===== config.mk =====
export PLATFORM = sky130hd
export DESIGN_NAME = cra_device_flat
export DESIGN_NICKNAME = d
export VERILOG_FILES = /design/src/inc/cra_pkg.sv /design/src/inc/cra_link_if.sv /design/src/hw/cra_device.sv /design/src/flat_wrapper.sv
export VERILOG_INCLUDE_DIRS = /design/src /design/src/inc
export SDC_FILE = /design/constraint.sdc
export NUM_CORES = 1
export LEC_CHECK = 0
export ABC_AREA = 1
export BUFFER_PORTS_ARGS = -buffer_cell sky130_fd_sc_hd__buf_2
export CAP_MARGIN = 20
export CORE_MARGIN = 2
export CORE_UTILIZATION = 50
export CTS_CLUSTER_DIAMETER = 60
export DETAILED_ROUTE_END_ITERATION = 6
export HOLD_SLACK_MARGIN = 0.06
export PLACE_DENSITY = 0.74
export SLEW_MARGIN = 20
export SYNTH_ARGS = -nofsm -noshare
export SYNTH_HDL_FRONTEND = slang
export SYNTH_SLANG_ARGS = --single-unit
export TNS_END_PERCENT = 30

===== constraint.sdc =====
create_clock -name clock_i -period 4.1 [get_ports clock_i]
set_input_delay 0.82 -clock clock_i [delete_from_list [all_inputs] [get_ports clock_i]]
set_output_delay 0.82 -clock clock_i [all_outputs]
set_load 0.005 [all_outputs]

===== src/inc/cra_regs.svh =====
// Constants of the configuration access link: token codes, address patterns,
// bank numbers and message lengths.
// Assumes it is included by bare name by the package and by design files.
`ifndef CRA_REGS_SVH
`define CRA_REGS_SVH

// ****************************************************************
// Control token codes
// ****************************************************************
`define CRA_TOK_WRITE 8'hc0
`define CRA_TOK_READ 8'hc1
`define CRA_TOK_PWRITE 8'h24
`define CRA_TOK_PREAD 8'h25
`define CRA_TOK_END 8'h01
`define CRA_TOK_ACK 8'h03
`define CRA_TOK_NACK 8'h04

// ****************************************************************
// Destination patterns
// ****************************************************************
`define CRA_TILE_LOW 16'hc20c
`define CRA_NODE_LOW 16'hc30c
`define CRA_RES_LOW 8'h0c
`define CRA_PERIPH_COUNT 8'h07

// ****************************************************************
// Banks: status, tile, node, then seven peripherals
// ****************************************************************
`define CRA_BANK_PS 4'h0
`define CRA_BANK_TILE 4'h1
`define CRA_BANK_NODE 4'h2
`define CRA_BANK_PERIPH 4'h3
`define CRA_BANK_NONE 4'hf

// ****************************************************************
// Message lengths in bytes, between the opening and closing tokens
// ****************************************************************
`define CRA_REPLY_BYTES 9'h003
`define CRA_REG_END 9'h005
`define CRA_PSIZE_POS 9'h004
`define CRA_HDR_BYTES 9'h005
`define CRA_WORD_BYTES 9'h004
`define CRA_MAX_SIZE 8'h04
`define CRA_FIFO_DEPTH 8

`endif


===== src/inc/cra_pkg.sv =====
// Types and shared helpers of the configuration access link.
// Assumes cra_regs.svh is on the include path.
package cra_pkg;
  `include "cra_regs.svh"

  // Target of a host command
  typedef enum logic [1:0] {CRA_TGT_TILE, CRA_TGT_NODE, CRA_TGT_PERIPH} cra_target_e;

  // Responder states
  typedef enum logic [2:0] {
    DS_IDLE, DS_BODY, DS_ACCESS, DS_PSDONE, DS_HEAD, DS_DATA, DS_TAIL
  } cra_dev_state_e;

  // Requester states
  typedef enum logic [2:0] {HS_IDLE, HS_OPEN, HS_BODY, HS_END, HS_WAIT, HS_DONE} cra_host_state_e;

  // Responder state
  typedef struct packed {
    cra_dev_state_e st;
    logic wr;
    logic per;
    logic ps;
    logic bad;
    logic ok;
    logic [3:0] bank;
    logic [8:0] cnt;
    logic [2:0] left;
    logic [23:0] reply;
    logic [15:0] regn;
    logic [7:0] size;
    logic [31:0] wdata;
    logic [31:0] rdata;
  } cra_dev_s;

  // Requester state
  typedef struct packed {
    cra_host_state_e st;
    logic [7:0] op;
    logic [31:0] dest;
    logic [71:0] bytes;
    logic [8:0] cnt;
    logic ok;
    logic [31:0] rdata;
    logic [15:0] res_id;
  } cra_host_s;

  // Moves the low n bytes of a word to its top, so they leave MSB first
  function automatic logic [31:0] cra_align(input logic [31:0] w, input logic [7:0] n);
    case (n)
      8'h01: cra_align = {w[7:0], 24'h000000};
      8'h02: cra_align = {w[15:0], 16'h0000};
      8'h03: cra_align = {w[23:0], 8'h00};
      default: cra_align = w;
    endcase
  endfunction

  // Bank reached through a channel-end destination
  function automatic logic [3:0] cra_bank(input logic [31:0] d);
    if (d[15:0] == `CRA_TILE_LOW) begin
      cra_bank = `CRA_BANK_TILE;
    end else if (d[15:0] == `CRA_NODE_LOW) begin
      cra_bank = `CRA_BANK_NODE;
    end else if (d[7:0] == `CRA_RES_LOW && d[15:8] < `CRA_PERIPH_COUNT) begin
      cra_bank = `CRA_BANK_PERIPH + d[11:8];
    end else begin
      cra_bank = `CRA_BANK_NONE;
    end
  endfunction
endpackage


===== src/inc/cra_link_if.sv =====
// Token link between requester and responder: a request token stream with
// its channel-end destination, and a reply token stream with its reply id.
// Assumes both ends share clock and reset; the bench joins them.
`timescale 1ns/1ps
interface cra_link_if;
  logic req_valid; // Request token present
  logic req_ctrl; // Token is a control token
  logic [7:0] req_data; // Token value
  logic req_ready; // Responder takes the token
  logic [31:0] req_dest; // Destination of the channel end
  logic rsp_valid; // Reply token present
  logic rsp_ctrl; // Reply token is a control token
  logic [7:0] rsp_data; // Reply token value
  logic rsp_ready; // Requester takes the reply token
  logic [23:0] rsp_dest; // Reply channel-end identifier

  modport dev (
    input req_valid, req_ctrl, req_data, req_dest, rsp_ready,
    output req_ready, rsp_valid, rsp_ctrl, rsp_data, rsp_dest
  );
  modport host (
    output req_valid, req_ctrl, req_data, req_dest, rsp_ready,
    input req_ready, rsp_valid, rsp_ctrl, rsp_data, rsp_dest
  );
endinterface


===== src/hw/cra_device.sv =====
// Configuration access responder with its request token FIFO.
// Assumes one clock, synchronous reset, and a register back end that answers
// each access with a one-cycle acknowledge.
`timescale 1ns/1ps
`include "cra_regs.svh"

// ****************************************************************
// Token FIFO
// ****************************************************************
module cra_fifo #(
  parameter int WIDTH = 9,
  parameter int DEPTH = `CRA_FIFO_DEPTH
) (
  input wire logic clock_i,
  input wire logic reset_i,
  input wire logic in_valid_i,
  output logic in_ready_o,
  input wire logic [WIDTH-1:0] in_data_i,
  output logic out_valid_o,
  input wire logic out_ready_i,
  output logic [WIDTH-1:0] out_data_o
);
  localparam int AW = $clog2(DEPTH);

  // Whole FIFO state
  typedef struct packed {
    logic [DEPTH-1:0][WIDTH-1:0] mem;
    logic [AW-1:0] wp;
    logic [AW-1:0] rp;
    logic [AW:0] count;
  } cra_fifo_s;

  cra_fifo_s s;
  cra_fifo_s next_s;
  logic push; // Word written this cycle
  logic pop; // Word read this cycle

  // Full and empty come straight from the count, so both stay honest
  assign in_ready_o = s.count != (AW + 1)'(DEPTH);
  assign out_valid_o = s.count != '0;
  assign out_data_o = s.mem[s.rp];
  assign push = in_valid_i && in_ready_o;
  assign pop = out_valid_o && out_ready_i;

  // Pointer and count update
  always_comb begin
    next_s = s;
    if (push) begin
      next_s.mem[s.wp] = in_data_i;
      next_s.wp = (s.wp == AW'(DEPTH - 1)) ? '0 : s.wp + 1'b1;
    end
    if (pop) begin
      next_s.rp = (s.rp == AW'(DEPTH - 1)) ? '0 : s.rp + 1'b1;
    end
    next_s.count = s.count + {{AW{1'b0}}, push} - {{AW{1'b0}}, pop};
  end

  // State register
  always_ff @(posedge clock_i) begin
    if (reset_i) begin
      s <= '0;
    end else begin
      s <= next_s;
    end
  end
endmodule

// ****************************************************************
// Responder
// ****************************************************************
module cra_device (
  input wire logic clock_i,
  input wire logic reset_i,
  cra_link_if.dev link,
  input wire logic ps_valid_i, // Status register instruction
  output logic ps_ready_o,
  input wire logic ps_write_i,
  input wire logic [7:0] ps_reg_i,
  input wire logic [31:0] ps_wdata_i,
  output logic ps_done_o,
  output logic ps_ok_o,
  output logic [31:0] ps_rdata_o,
  output logic reg_valid_o, // Register access held until acknowledge
  output logic [3:0] reg_bank_o,
  output logic reg_write_o,
  output logic [15:0] reg_addr_o,
  output logic [7:0] reg_size_o,
  output logic [31:0] reg_wdata_o,
  input wire logic reg_ack_i,
  input wire logic reg_ok_i,
  input wire logic [31:0] reg_rdata_i
);
  import cra_pkg::*;

  cra_dev_s s; // All responder state
  cra_dev_s next_s;
  logic f_valid; // FIFO head present
  logic f_ready; // Parser takes FIFO head
  logic [8:0] f_word; // {ctrl, value}
  logic [7:0] b; // FIFO head value
  logic [8:0] need; // Bytes the message must carry
  logic [3:0] dbank; // Bank of the current destination

  // The FIFO absorbs bursts while an access or reply is pending; its
  // ready is the link ready, so a slow back end stalls the requester.
  cra_fifo #(.WIDTH(9), .DEPTH(`CRA_FIFO_DEPTH)) cra_fifo_i (
    .clock_i(clock_i),
    .reset_i(reset_i),
    .in_valid_i(link.req_valid),
    .in_ready_o(link.req_ready),
    .in_data_i({link.req_ctrl, link.req_data}),
    .out_valid_o(f_valid),
    .out_ready_i(f_ready),
    .out_data_o(f_word)
  );

  assign b = f_word[7:0];
  assign dbank = cra_bank(link.req_dest);

  // Expected length: word formats are fixed, peripheral writes carry size
  always_comb begin
    if (s.per) begin
      need = s.wr ? `CRA_HDR_BYTES + {1'b0, s.size} : `CRA_HDR_BYTES;
    end else begin
      need = s.wr ? `CRA_HDR_BYTES + `CRA_WORD_BYTES : `CRA_HDR_BYTES;
    end
  end

  // ****************************************************************
  // Outputs
  // ****************************************************************
  assign ps_ready_o = s.st == DS_IDLE;
  assign ps_done_o = s.st == DS_PSDONE;
  assign ps_ok_o = s.ok;
  assign ps_rdata_o = s.rdata;
  assign reg_valid_o = s.st == DS_ACCESS;
  assign reg_bank_o = s.bank;
  assign reg_write_o = s.wr;
  assign reg_addr_o = s.regn;
  assign reg_size_o = s.size;
  assign reg_wdata_o = s.wdata;
  assign link.rsp_dest = s.reply;

  // Reply stream: head token, data bytes MSB first, closing token
  always_comb begin
    link.rsp_valid = 1'b0;
    link.rsp_ctrl = 1'b1;
    link.rsp_data = `CRA_TOK_END;
    case (s.st)
      DS_HEAD: begin
        link.rsp_valid = 1'b1;
        link.rsp_data = s.ok ? `CRA_TOK_ACK : `CRA_TOK_NACK;
      end
      DS_DATA: begin
        link.rsp_valid = 1'b1;
        link.rsp_ctrl = 1'b0;
        link.rsp_data = s.rdata[31:24];
      end
      DS_TAIL: begin
        link.rsp_valid = 1'b1;
      end
      default: begin
        link.rsp_valid = 1'b0;
      end
    endcase
  end

  // ****************************************************************
  // Parser and sequencer
  // ****************************************************************
  always_comb begin
    next_s = s;
    f_ready = 1'b0;
    case (s.st)
      DS_IDLE: begin
        if (ps_valid_i) begin
          // Status word goes straight to bank zero, no message
          next_s.ps = 1'b1;
          next_s.bank = `CRA_BANK_PS;
          next_s.wr = ps_write_i;
          next_s.per = 1'b0;
          next_s.regn = {8'h00, ps_reg_i};
          next_s.size = `CRA_MAX_SIZE;
          next_s.wdata = ps_wdata_i;
          next_s.st = DS_ACCESS;
        end else if (f_valid) begin
          f_ready = 1'b1;
          // Stray data between messages is dropped
          if (f_word[8]) begin
            next_s.ps = 1'b0;
            next_s.per = b == `CRA_TOK_PWRITE || b == `CRA_TOK_PREAD;
            next_s.wr = b == `CRA_TOK_WRITE || b == `CRA_TOK_PWRITE;
            next_s.bad = !(b == `CRA_TOK_WRITE || b == `CRA_TOK_READ ||
                           b == `CRA_TOK_PWRITE || b == `CRA_TOK_PREAD) ||
                         dbank == `CRA_BANK_NONE;
            next_s.bank = dbank;
            next_s.cnt = '0;
            next_s.regn = '0;
            next_s.size = `CRA_MAX_SIZE;
            next_s.wdata = '0;
            next_s.st = DS_BODY;
          end
        end
      end
      DS_BODY: begin
        if (f_valid) begin
          f_ready = 1'b1;
          if (f_word[8]) begin
            if (b == `CRA_TOK_END) begin
              // Nothing is touched before the closing token
              if (s.bad || s.cnt != need || s.size > `CRA_MAX_SIZE ||
                  s.per != (s.bank >= `CRA_BANK_PERIPH)) begin
                next_s.ok = 1'b0;
                next_s.left = '0;
                next_s.st = DS_HEAD;
              end else begin
                next_s.st = DS_ACCESS;
              end
            end else begin
              next_s.bad = 1'b1;
            end
          end else begin
            if (s.cnt < `CRA_REPLY_BYTES) begin
              next_s.reply = {s.reply[15:0], b};
            end else if ((!s.per && s.cnt < `CRA_REG_END) || (s.per && s.cnt == `CRA_REPLY_BYTES)) begin
              next_s.regn = {s.regn[7:0], b};
            end else if (s.per && s.cnt == `CRA_PSIZE_POS) begin
              next_s.size = b;
            end else begin
              next_s.wdata = {s.wdata[23:0], b};
            end
            // Saturate so an overlong message still fails the length check
            if (s.cnt != 9'h1ff) begin
              next_s.cnt = s.cnt + 9'h001;
            end
          end
        end
      end
      DS_ACCESS: begin
        if (reg_ack_i) begin
          next_s.ok = reg_ok_i;
          next_s.rdata = s.per ? cra_align(reg_rdata_i, s.size) : reg_rdata_i;
          if (!s.wr && reg_ok_i) begin
            next_s.left = s.per ? s.size[2:0] : 3'(`CRA_WORD_BYTES);
          end else begin
            next_s.left = '0;
          end
          next_s.st = s.ps ? DS_PSDONE : DS_HEAD;
        end
      end
      DS_PSDONE: begin
        next_s.ps = 1'b0;
        next_s.st = DS_IDLE;
      end
      DS_HEAD: begin
        if (link.rsp_ready) begin
          next_s.st = (s.left != '0) ? DS_DATA : DS_TAIL;
        end
      end
      DS_DATA: begin
        if (link.rsp_ready) begin
          next_s.rdata = {s.rdata[23:0], 8'h00};
          next_s.left = s.left - 3'h1;
          if (s.left == 3'h1) begin
            next_s.st = DS_TAIL;
          end
        end
      end
      DS_TAIL: begin
        if (link.rsp_ready) begin
          next_s.st = DS_IDLE;
        end
      end
      default: begin
        next_s.st = DS_IDLE;
      end
    endcase
  end

  // State register
  always_ff @(posedge clock_i) begin
    if (reset_i) begin
      s <= '0;
    end else begin
      s <= next_s;
    end
  end
endmodule


===== src/flat_wrapper.sv =====
// flat-port wrapper written by rule: the top's interface ports become plain ports
module cra_device_flat import cra_pkg::*;
  (clock_i, reset_i, ps_valid_i, ps_ready_o, ps_write_i, ps_reg_i, ps_wdata_i, ps_done_o, ps_ok_o, ps_rdata_o, reg_valid_o, reg_bank_o, reg_write_o, reg_addr_o, reg_size_o, reg_wdata_o, reg_ack_i, reg_ok_i, reg_rdata_i, link_req_valid, link_req_ctrl, link_req_data, link_req_dest, link_rsp_ready, link_req_ready, link_rsp_valid, link_rsp_ctrl, link_rsp_data, link_rsp_dest);
  cra_link_if link_i ();
  input wire logic clock_i;
  input wire logic reset_i;
  input wire logic ps_valid_i;
  output logic ps_ready_o;
  input wire logic ps_write_i;
  input wire logic [7:0] ps_reg_i;
  input wire logic [31:0] ps_wdata_i;
  output logic ps_done_o;
  output logic ps_ok_o;
  output logic [31:0] ps_rdata_o;
  output logic reg_valid_o;
  output logic [3:0] reg_bank_o;
  output logic reg_write_o;
  output logic [15:0] reg_addr_o;
  output logic [7:0] reg_size_o;
  output logic [31:0] reg_wdata_o;
  input wire logic reg_ack_i;
  input wire logic reg_ok_i;
  input wire logic [31:0] reg_rdata_i;
  input wire logic [$bits(link_i.req_valid)-1:0] link_req_valid;
  input wire logic [$bits(link_i.req_ctrl)-1:0] link_req_ctrl;
  input wire logic [$bits(link_i.req_data)-1:0] link_req_data;
  input wire logic [$bits(link_i.req_dest)-1:0] link_req_dest;
  input wire logic [$bits(link_i.rsp_ready)-1:0] link_rsp_ready;
  output wire logic [$bits(link_i.req_ready)-1:0] link_req_ready;
  output wire logic [$bits(link_i.rsp_valid)-1:0] link_rsp_valid;
  output wire logic [$bits(link_i.rsp_ctrl)-1:0] link_rsp_ctrl;
  output wire logic [$bits(link_i.rsp_data)-1:0] link_rsp_data;
  output wire logic [$bits(link_i.rsp_dest)-1:0] link_rsp_dest;
  assign link_i.req_valid = link_req_valid;
  assign link_i.req_ctrl = link_req_ctrl;
  assign link_i.req_data = link_req_data;
  assign link_i.req_dest = link_req_dest;
  assign link_i.rsp_ready = link_rsp_ready;
  assign link_req_ready = link_i.req_ready;
  assign link_rsp_valid = link_i.rsp_valid;
  assign link_rsp_ctrl = link_i.rsp_ctrl;
  assign link_rsp_data = link_i.rsp_data;
  assign link_rsp_dest = link_i.rsp_dest;
  cra_device u_core (.clock_i(clock_i), .reset_i(reset_i), .link(link_i), .ps_valid_i(ps_valid_i), .ps_ready_o(ps_ready_o), .ps_write_i(ps_write_i), .ps_reg_i(ps_reg_i), .ps_wdata_i(ps_wdata_i), .ps_done_o(ps_done_o), .ps_ok_o(ps_ok_o), .ps_rdata_o(ps_rdata_o), .reg_valid_o(reg_valid_o), .reg_bank_o(reg_bank_o), .reg_write_o(reg_write_o), .reg_addr_o(reg_addr_o), .reg_size_o(reg_size_o), .reg_wdata_o(reg_wdata_o), .reg_ack_i(reg_ack_i), .reg_ok_i(reg_ok_i), .reg_rdata_i(reg_rdata_i));
endmodule

## Word level (Yosys, flattened, before mapping)

Cells that the tools add are included.

| word-level totals | value |
|---|---|
| output and inout bits | 132 |
| word-level logic and storage cells | 212 |
| register bits | 218 |

| cells by class | value |
|---|---|
| equal/unequal tests | 49 |
| reduce and logical (&&, ||, !) cells | 44 |
| bitwise operators | 1 |
| muxes and demuxes | 77 |
| order comparisons | 8 |
| add/sub/neg operators | 8 |

Operators by type and width:

| operator | number |
|---|---|
| $mux W56 | 4 |
| $mux W32 | 4 |
| $pmux W56 S2 | 1 |
| $pmux W32 S3 | 1 |
| $mux W92 | 1 |
| $mux W80 | 1 |
| $bwmux W72 | 1 |
| $pmux W32 S2 | 1 |
| $mux W9 | 7 |
| $mux W3 | 20 |
| $mux W40 | 1 |
| $eq A16 B16 Y1 const B | 2 |
| $reduce_and A7 Y1 | 4 |
| $bmux W9 S3 | 1 |
| $demux W9 S3 | 1 |
| $mux W13 | 2 |
| $mux W24 | 1 |
| $ne A2 B2 Y1 const B | 11 |
| $mux W4 | 5 |
| $ne A2 B1 Y1 const B | 9 |
| $pmux W3 S6 | 1 |
| $pmux W9 S2 | 1 |
| $eq A8 B1 Y1 const B | 2 |
| $eq A8 B2 Y1 const B | 2 |
| 51 further kinds | 103 |

## Longest topological paths before layout

| depth | value |
|---|---|
| word-level depth | 12 |
| gate-level depth with buffers | 16 |
| mapped depth without buffers | 16 |

## By module

A second synthesis with hierarchy kept.

| second synthesis, totals | value |
|---|---|
| cells, all modules | 1879 |
| area, all modules | 12672.2 um2 |

By module, submodules not included:

| module | area each (um2) | times used | cells each |
|---|---|---|---|
| cra_device | 8270.4 | 1 | 1213 |
| cra_fifo | 4401.7 | 1 | 666 |

## Least setup slack after synthesis

Ideal clock, no wire load.

| timing | value |
|---|---|
| path type | input to register |
| from | in ps_valid_i |
| to | reg u_core.cra_fifo_i.s[2] (netlist bit) |
| required time | 3972 ps |
| arrival time | 2289 ps |
| buffers on the path | 1 |
| stages on the path | 11 |
| path slack | 1683 ps |
| path through | clkbuf_1 -> inv_1 -> nand2_1 -> o22ai_1 -> ha_1 -> inv_1 -> ha_1 -> inv_1 -> fa_1 -> xor2_1 -> nor2_1 |

| between the ends | value |
|---|---|
| cells in the longest elaborated chain, start to end | 4 |

RTL lines:

| item | RTL line | text |
|---|---|---|
| start: declaration | flat_wrapper.sv:7 | `input wire logic ps_valid_i;` |
| $mux W1 | cra_device.sv:176 | `if (ps_valid_i) begin` |
| $pmux W1 S2 | cra_device.sv:174 | `case (s.st)` |
| $logic_and A1 B1 Y1 | cra_device.sv:43 | `assign pop = out_valid_o && out_ready_i;` |
| named net u_core.cra_fifo_i.pop | cra_device.sv:36 | `logic pop;` |
| $sub A4 B1 Y4 | cra_device.sv:55 | `next_s.count = s.count + {{AW{1'b0}}, push} - {{AW{1'b0}}, pop};` |
| end signal: assignment | cra_device.sv:63 | `s <= next_s;` |
| end: declaration | cra_device.sv:33 | `cra_fifo_s s;` |

The timed path passes the listed nets, and every way through them passes these cells.
A chain may end at the register's enable or synchronous reset.

## Final worst setup path

| timing | value |
|---|---|
| from | reg u_core.s[133] (netlist bit) |
| to | out link_rsp_data[0] |

| between the ends | value |
|---|---|
| cells in the longest elaborated chain, start to end | 2 |
| elaborated cells on any way between the ends | 3 |
| those cells by class | 2 x eq/ne; 1 x mux |

RTL lines:

| item | RTL line | text |
|---|---|---|
| start: declaration | cra_device.sv:95 | `cra_dev_s s;` |
| start signal: assignment | cra_device.sv:285 | `s <= next_s;` |
| $eq A3 B3 Y1 | cra_device.sv:149 | `case (s.st)` |
| $pmux W8 S2 * | cra_device.sv:149 |  |
| end: declaration | flat_wrapper.sv:32 | `output wire logic [$bits(link_i.rsp_data)-1:0] link_rsp_data;` |

Every way passes the cells marked *; elsewhere a longest branch is shown, timed or not.

==> metrics.md <==
| Metric | Value |
|---|---|
| Status | finished, final reports clean |
| Largest net degree at the start of global routing | 108 |
| Die H | 160.5 um |
| Clock Tree Root | clkbuf_16 |
| Unrepaired setup endpoints after global routing | false |
| Fin. max-slew vios | 0 |
| Seq/Total Area, Yosys | 0.3562 |
| Post-CTS setup buffers | 0 |
| DR WL met2 | 15.34 mm |
| Diodes inserted | 0 |
| Yosys reg bits | 218 |
| Initial DRC Count | 1,202 |
| Rows | 57 |
| Top sig layer | met4 |
| Power Dens Cells | 623.0 nW/um^2 |
| Fin util | 0.5626 |
| Final WL | 33.33 mm |
| Metal3 WL | 2.690 mm |
| Syn_area_per_cell | 6.735 um^2 |
| Most common cell after layout, fill and taps aside | nand2_1 |
| Final Hold Vio Count | 0 |
| Vias per std cell | 5.346 |
| CTS Buffer Depth | 3 |
| Inserted Clock Buffers | 28 |
| Min-delay src | u_core.link.rsp_dest[20] |
| Clk slew on worst S/H paths | 0.06 ns |
| H-Tree Level Count | 1 |
| First-pass DRT Iterations | 5 |
| Main flop type after synthesis | dfxtp_1 |
| Worst Tran Pin Value | 0.7550 ns |
| Slew HR | 0.4952 |
| Critical path class | reg -> out |
| DR vias | 11,940 |
| CP Cell Sequence | inv_2, nor2_4, buf_4, inv_2, nor2_1, a21oi_1, buf_2 |
| Achievable Freq | 0.3151 GHz |
| CP Max Fanout | 37 |
| GRT overflow | 0 |
| Drt drc | 0 |
| Most frequent cells in the layout | nand2_1, buf_2, dfxtp_1 |
| Critical path arrival | 2.35 ns |
| Hold endpoint | u_core.link.rsp_dest[20] |
| Share of cells above drive strength 1 | 0.1771 |
| DP HPWL | 22.72 mm |
| Synth-to-Final Area Change | 11.04% |
| Initial core utilization | 0.5067 |
| Vias in the first global route | 10,920 |
| Async S/R FF share, synth | 0 |
| Register area | 4364 um^2 |
| Tot GR Track Use | 0.2479 |
| Fill cells | 2,367 |
| Setup violators final | 0 |
| # IOs | 253 |
| Slowest cell on crit path | dfxtp_1 |
| Clock Skews | 0.01470 ns |
| First-pass GRT wire length | 53.68 mm |
| Post-layout net count | 2,033 |
| Initial antenna violation count | 1 |
| Worst Setup Start Kind | register |
| Reg2reg setup slack | 1.17 ns |
| Critical path's largest stage delay | 0.45 ns |
| Routed Antenna Nets | 0 |
| CORE AREA | 24,180 um^2 |
| Overall power | 8.474 mW |
| Syn Inst Count | 1,819 |
| Post-cts gate resize count | 0 |
| WHS Path Cells | 2 |
| Num Clock Sinks | 218 |
| Crit path time final | 3.174 ns |
| Skew-Pair Late Insertion Delay | 0.54 ns |
| Setup_tns | 0 ns |
| CTS tree | done |
| Element type at the critical path end | output port |
| EDFF count, synth | 0 |
| Worst VDD drop | 349.7 uV |
| Avg WL per Cell | 14.93 um |
| Max-cap violations | 0 |
| DIE AREA | 25,770 um^2 |
| R2R Path End | u_core.ps_rdata_o[20] |
| Met1 Wirelength | 14.44 mm |
| CP required | 3.28 ns |
| CP dominant cell by count | inv_2 |
| Die width | 160.5 um |
| Reg2Reg Depth | 10 |
| Syn Nets | 1,964 |
| Area occupied by multi-input gates | 5749 um^2 |
| Mapped Area | 12,250 um^2 |
| Cts hold-fix bufs | 0 |
| Synth warn | 0 |
| Buffers on Ports | 236 |
| Reg2reg start | u_core.reg_size_o[0] |
| Distinct cells, synth | 49 |
| Final worst path period share | 0.7741 |
| RePlAce Congestion | 0.8663 |
| Leak | 6.313 nW |
| Worst hold path type | reg -> reg |
how the worst max path moves through the flow:
stage	start	end	cells past startpoint
3_3_place_gp	u_core.cra_fifo_i.s[4]	u_core.reg_wdata_o[2]	13
6_report	u_core.s[133]	link_rsp_data[0]	7
2_1_floorplan	ps_valid_i	u_core.cra_fifo_i.s[2]	11
3_5_place_dp	u_core.cra_fifo_i.s[4]	u_core.reg_wdata_o[2]	13
4_1_cts	u_core.s[133]	link_rsp_data[0]	7
5_1_grt	u_core.s[135]	link_rsp_data[0]	9
synthesized netlist by cell type, drive strengths merged, types with 4 or more instances:
master	n	area, um^2
nor2	200	808.3
nand4	17	112.6
nor3	18	95.09
a31oi	15	93.84
xor2	4	35.03
nand2	302	1161
inv	215	809.5
a21oi	218	1102
o211ai	11	87.58
o32ai	4	35.03
clkbuf	59	221.5
nand3	118	595.6
o21ai	207	1047
dfxtp	218	4364
buf	152	1105
o22ai	15	93.84
ha	23	287.8
kinds of logic after synthesis:
| kind of cell | share of synthesized area |
|---|---|
| xor gates and xnor gates | 0.002859 |
| AOI/OAI and AO/OA | 0.2084 |
| DFF | 0.3562 |
| buffers and inverters | 0.1747 |
| and+or+nand+nor | 0.2328 |
| adders and majority gates | 0.02513 |
routing by layer:
layer,up-vias,GRT usage
met5,-,0
met4,0,0.06921
met3,68,0.04675
met2,454,0.4169
met1,5445,0.3263
li1,5971,-
state kept, by name, summed over array words and instances, names as in the netlist, 4 cells and up:
signal                cells
u_core.cra_fifo_i.s      82
u_core.ps_rdata_o        32
u_core.reg_wdata_o       32
u_core.link.rsp_dest     24
u_core.s                 18
u_core.reg_addr_o        16
u_core.reg_size_o         8
u_core.reg_bank_o         4
where the power goes:
part | internal, mW | switching (mW) | total, mW
Sequential | 2.55 | 0.354 | 2.90
Combinational | 1.01 | 2.02 | 3.03
Clock | 1.55 | 0.991 | 2.54
Total | 5.11 | 3.36 | 8.47
cell type report:
cell class                 instances  share of cell area
sequential                       218              0.3208
inverter                         216             0.05997
timing repair buffer             250             0.09548
tap                              324             0.02980
clock inverter                    16             0.01407
multi-input combinational       1174              0.4226
clock buffer                      35             0.05721
metrics by stage:
stage	area [um^2]	hold WS [ns]	setup WS (ns)	std cells
4_1_cts	13600	0.4435	0.9529	2233
3_5_place_dp	12630	0.4347	1.216	2182
3_3_place_gp	12630	0.4300	1.238	2182
5_1_grt	13600	0.4665	0.6955	2233
2_1_floorplan	12250	0.4238	1.683	1819
6_report	13600	0.4427	0.9261	2233
worst max-delay path: cells and delay by family (launching register included):
family / cells / cell delay (ns)
AOI/OAI and AO/OA: 1 / 0.08
buffers and inverters: 4 / 0.98
DFF: 1 / 0.45
and+or+nand+nor: 2 / 0.29
Power figures use the tool's default switching activity.
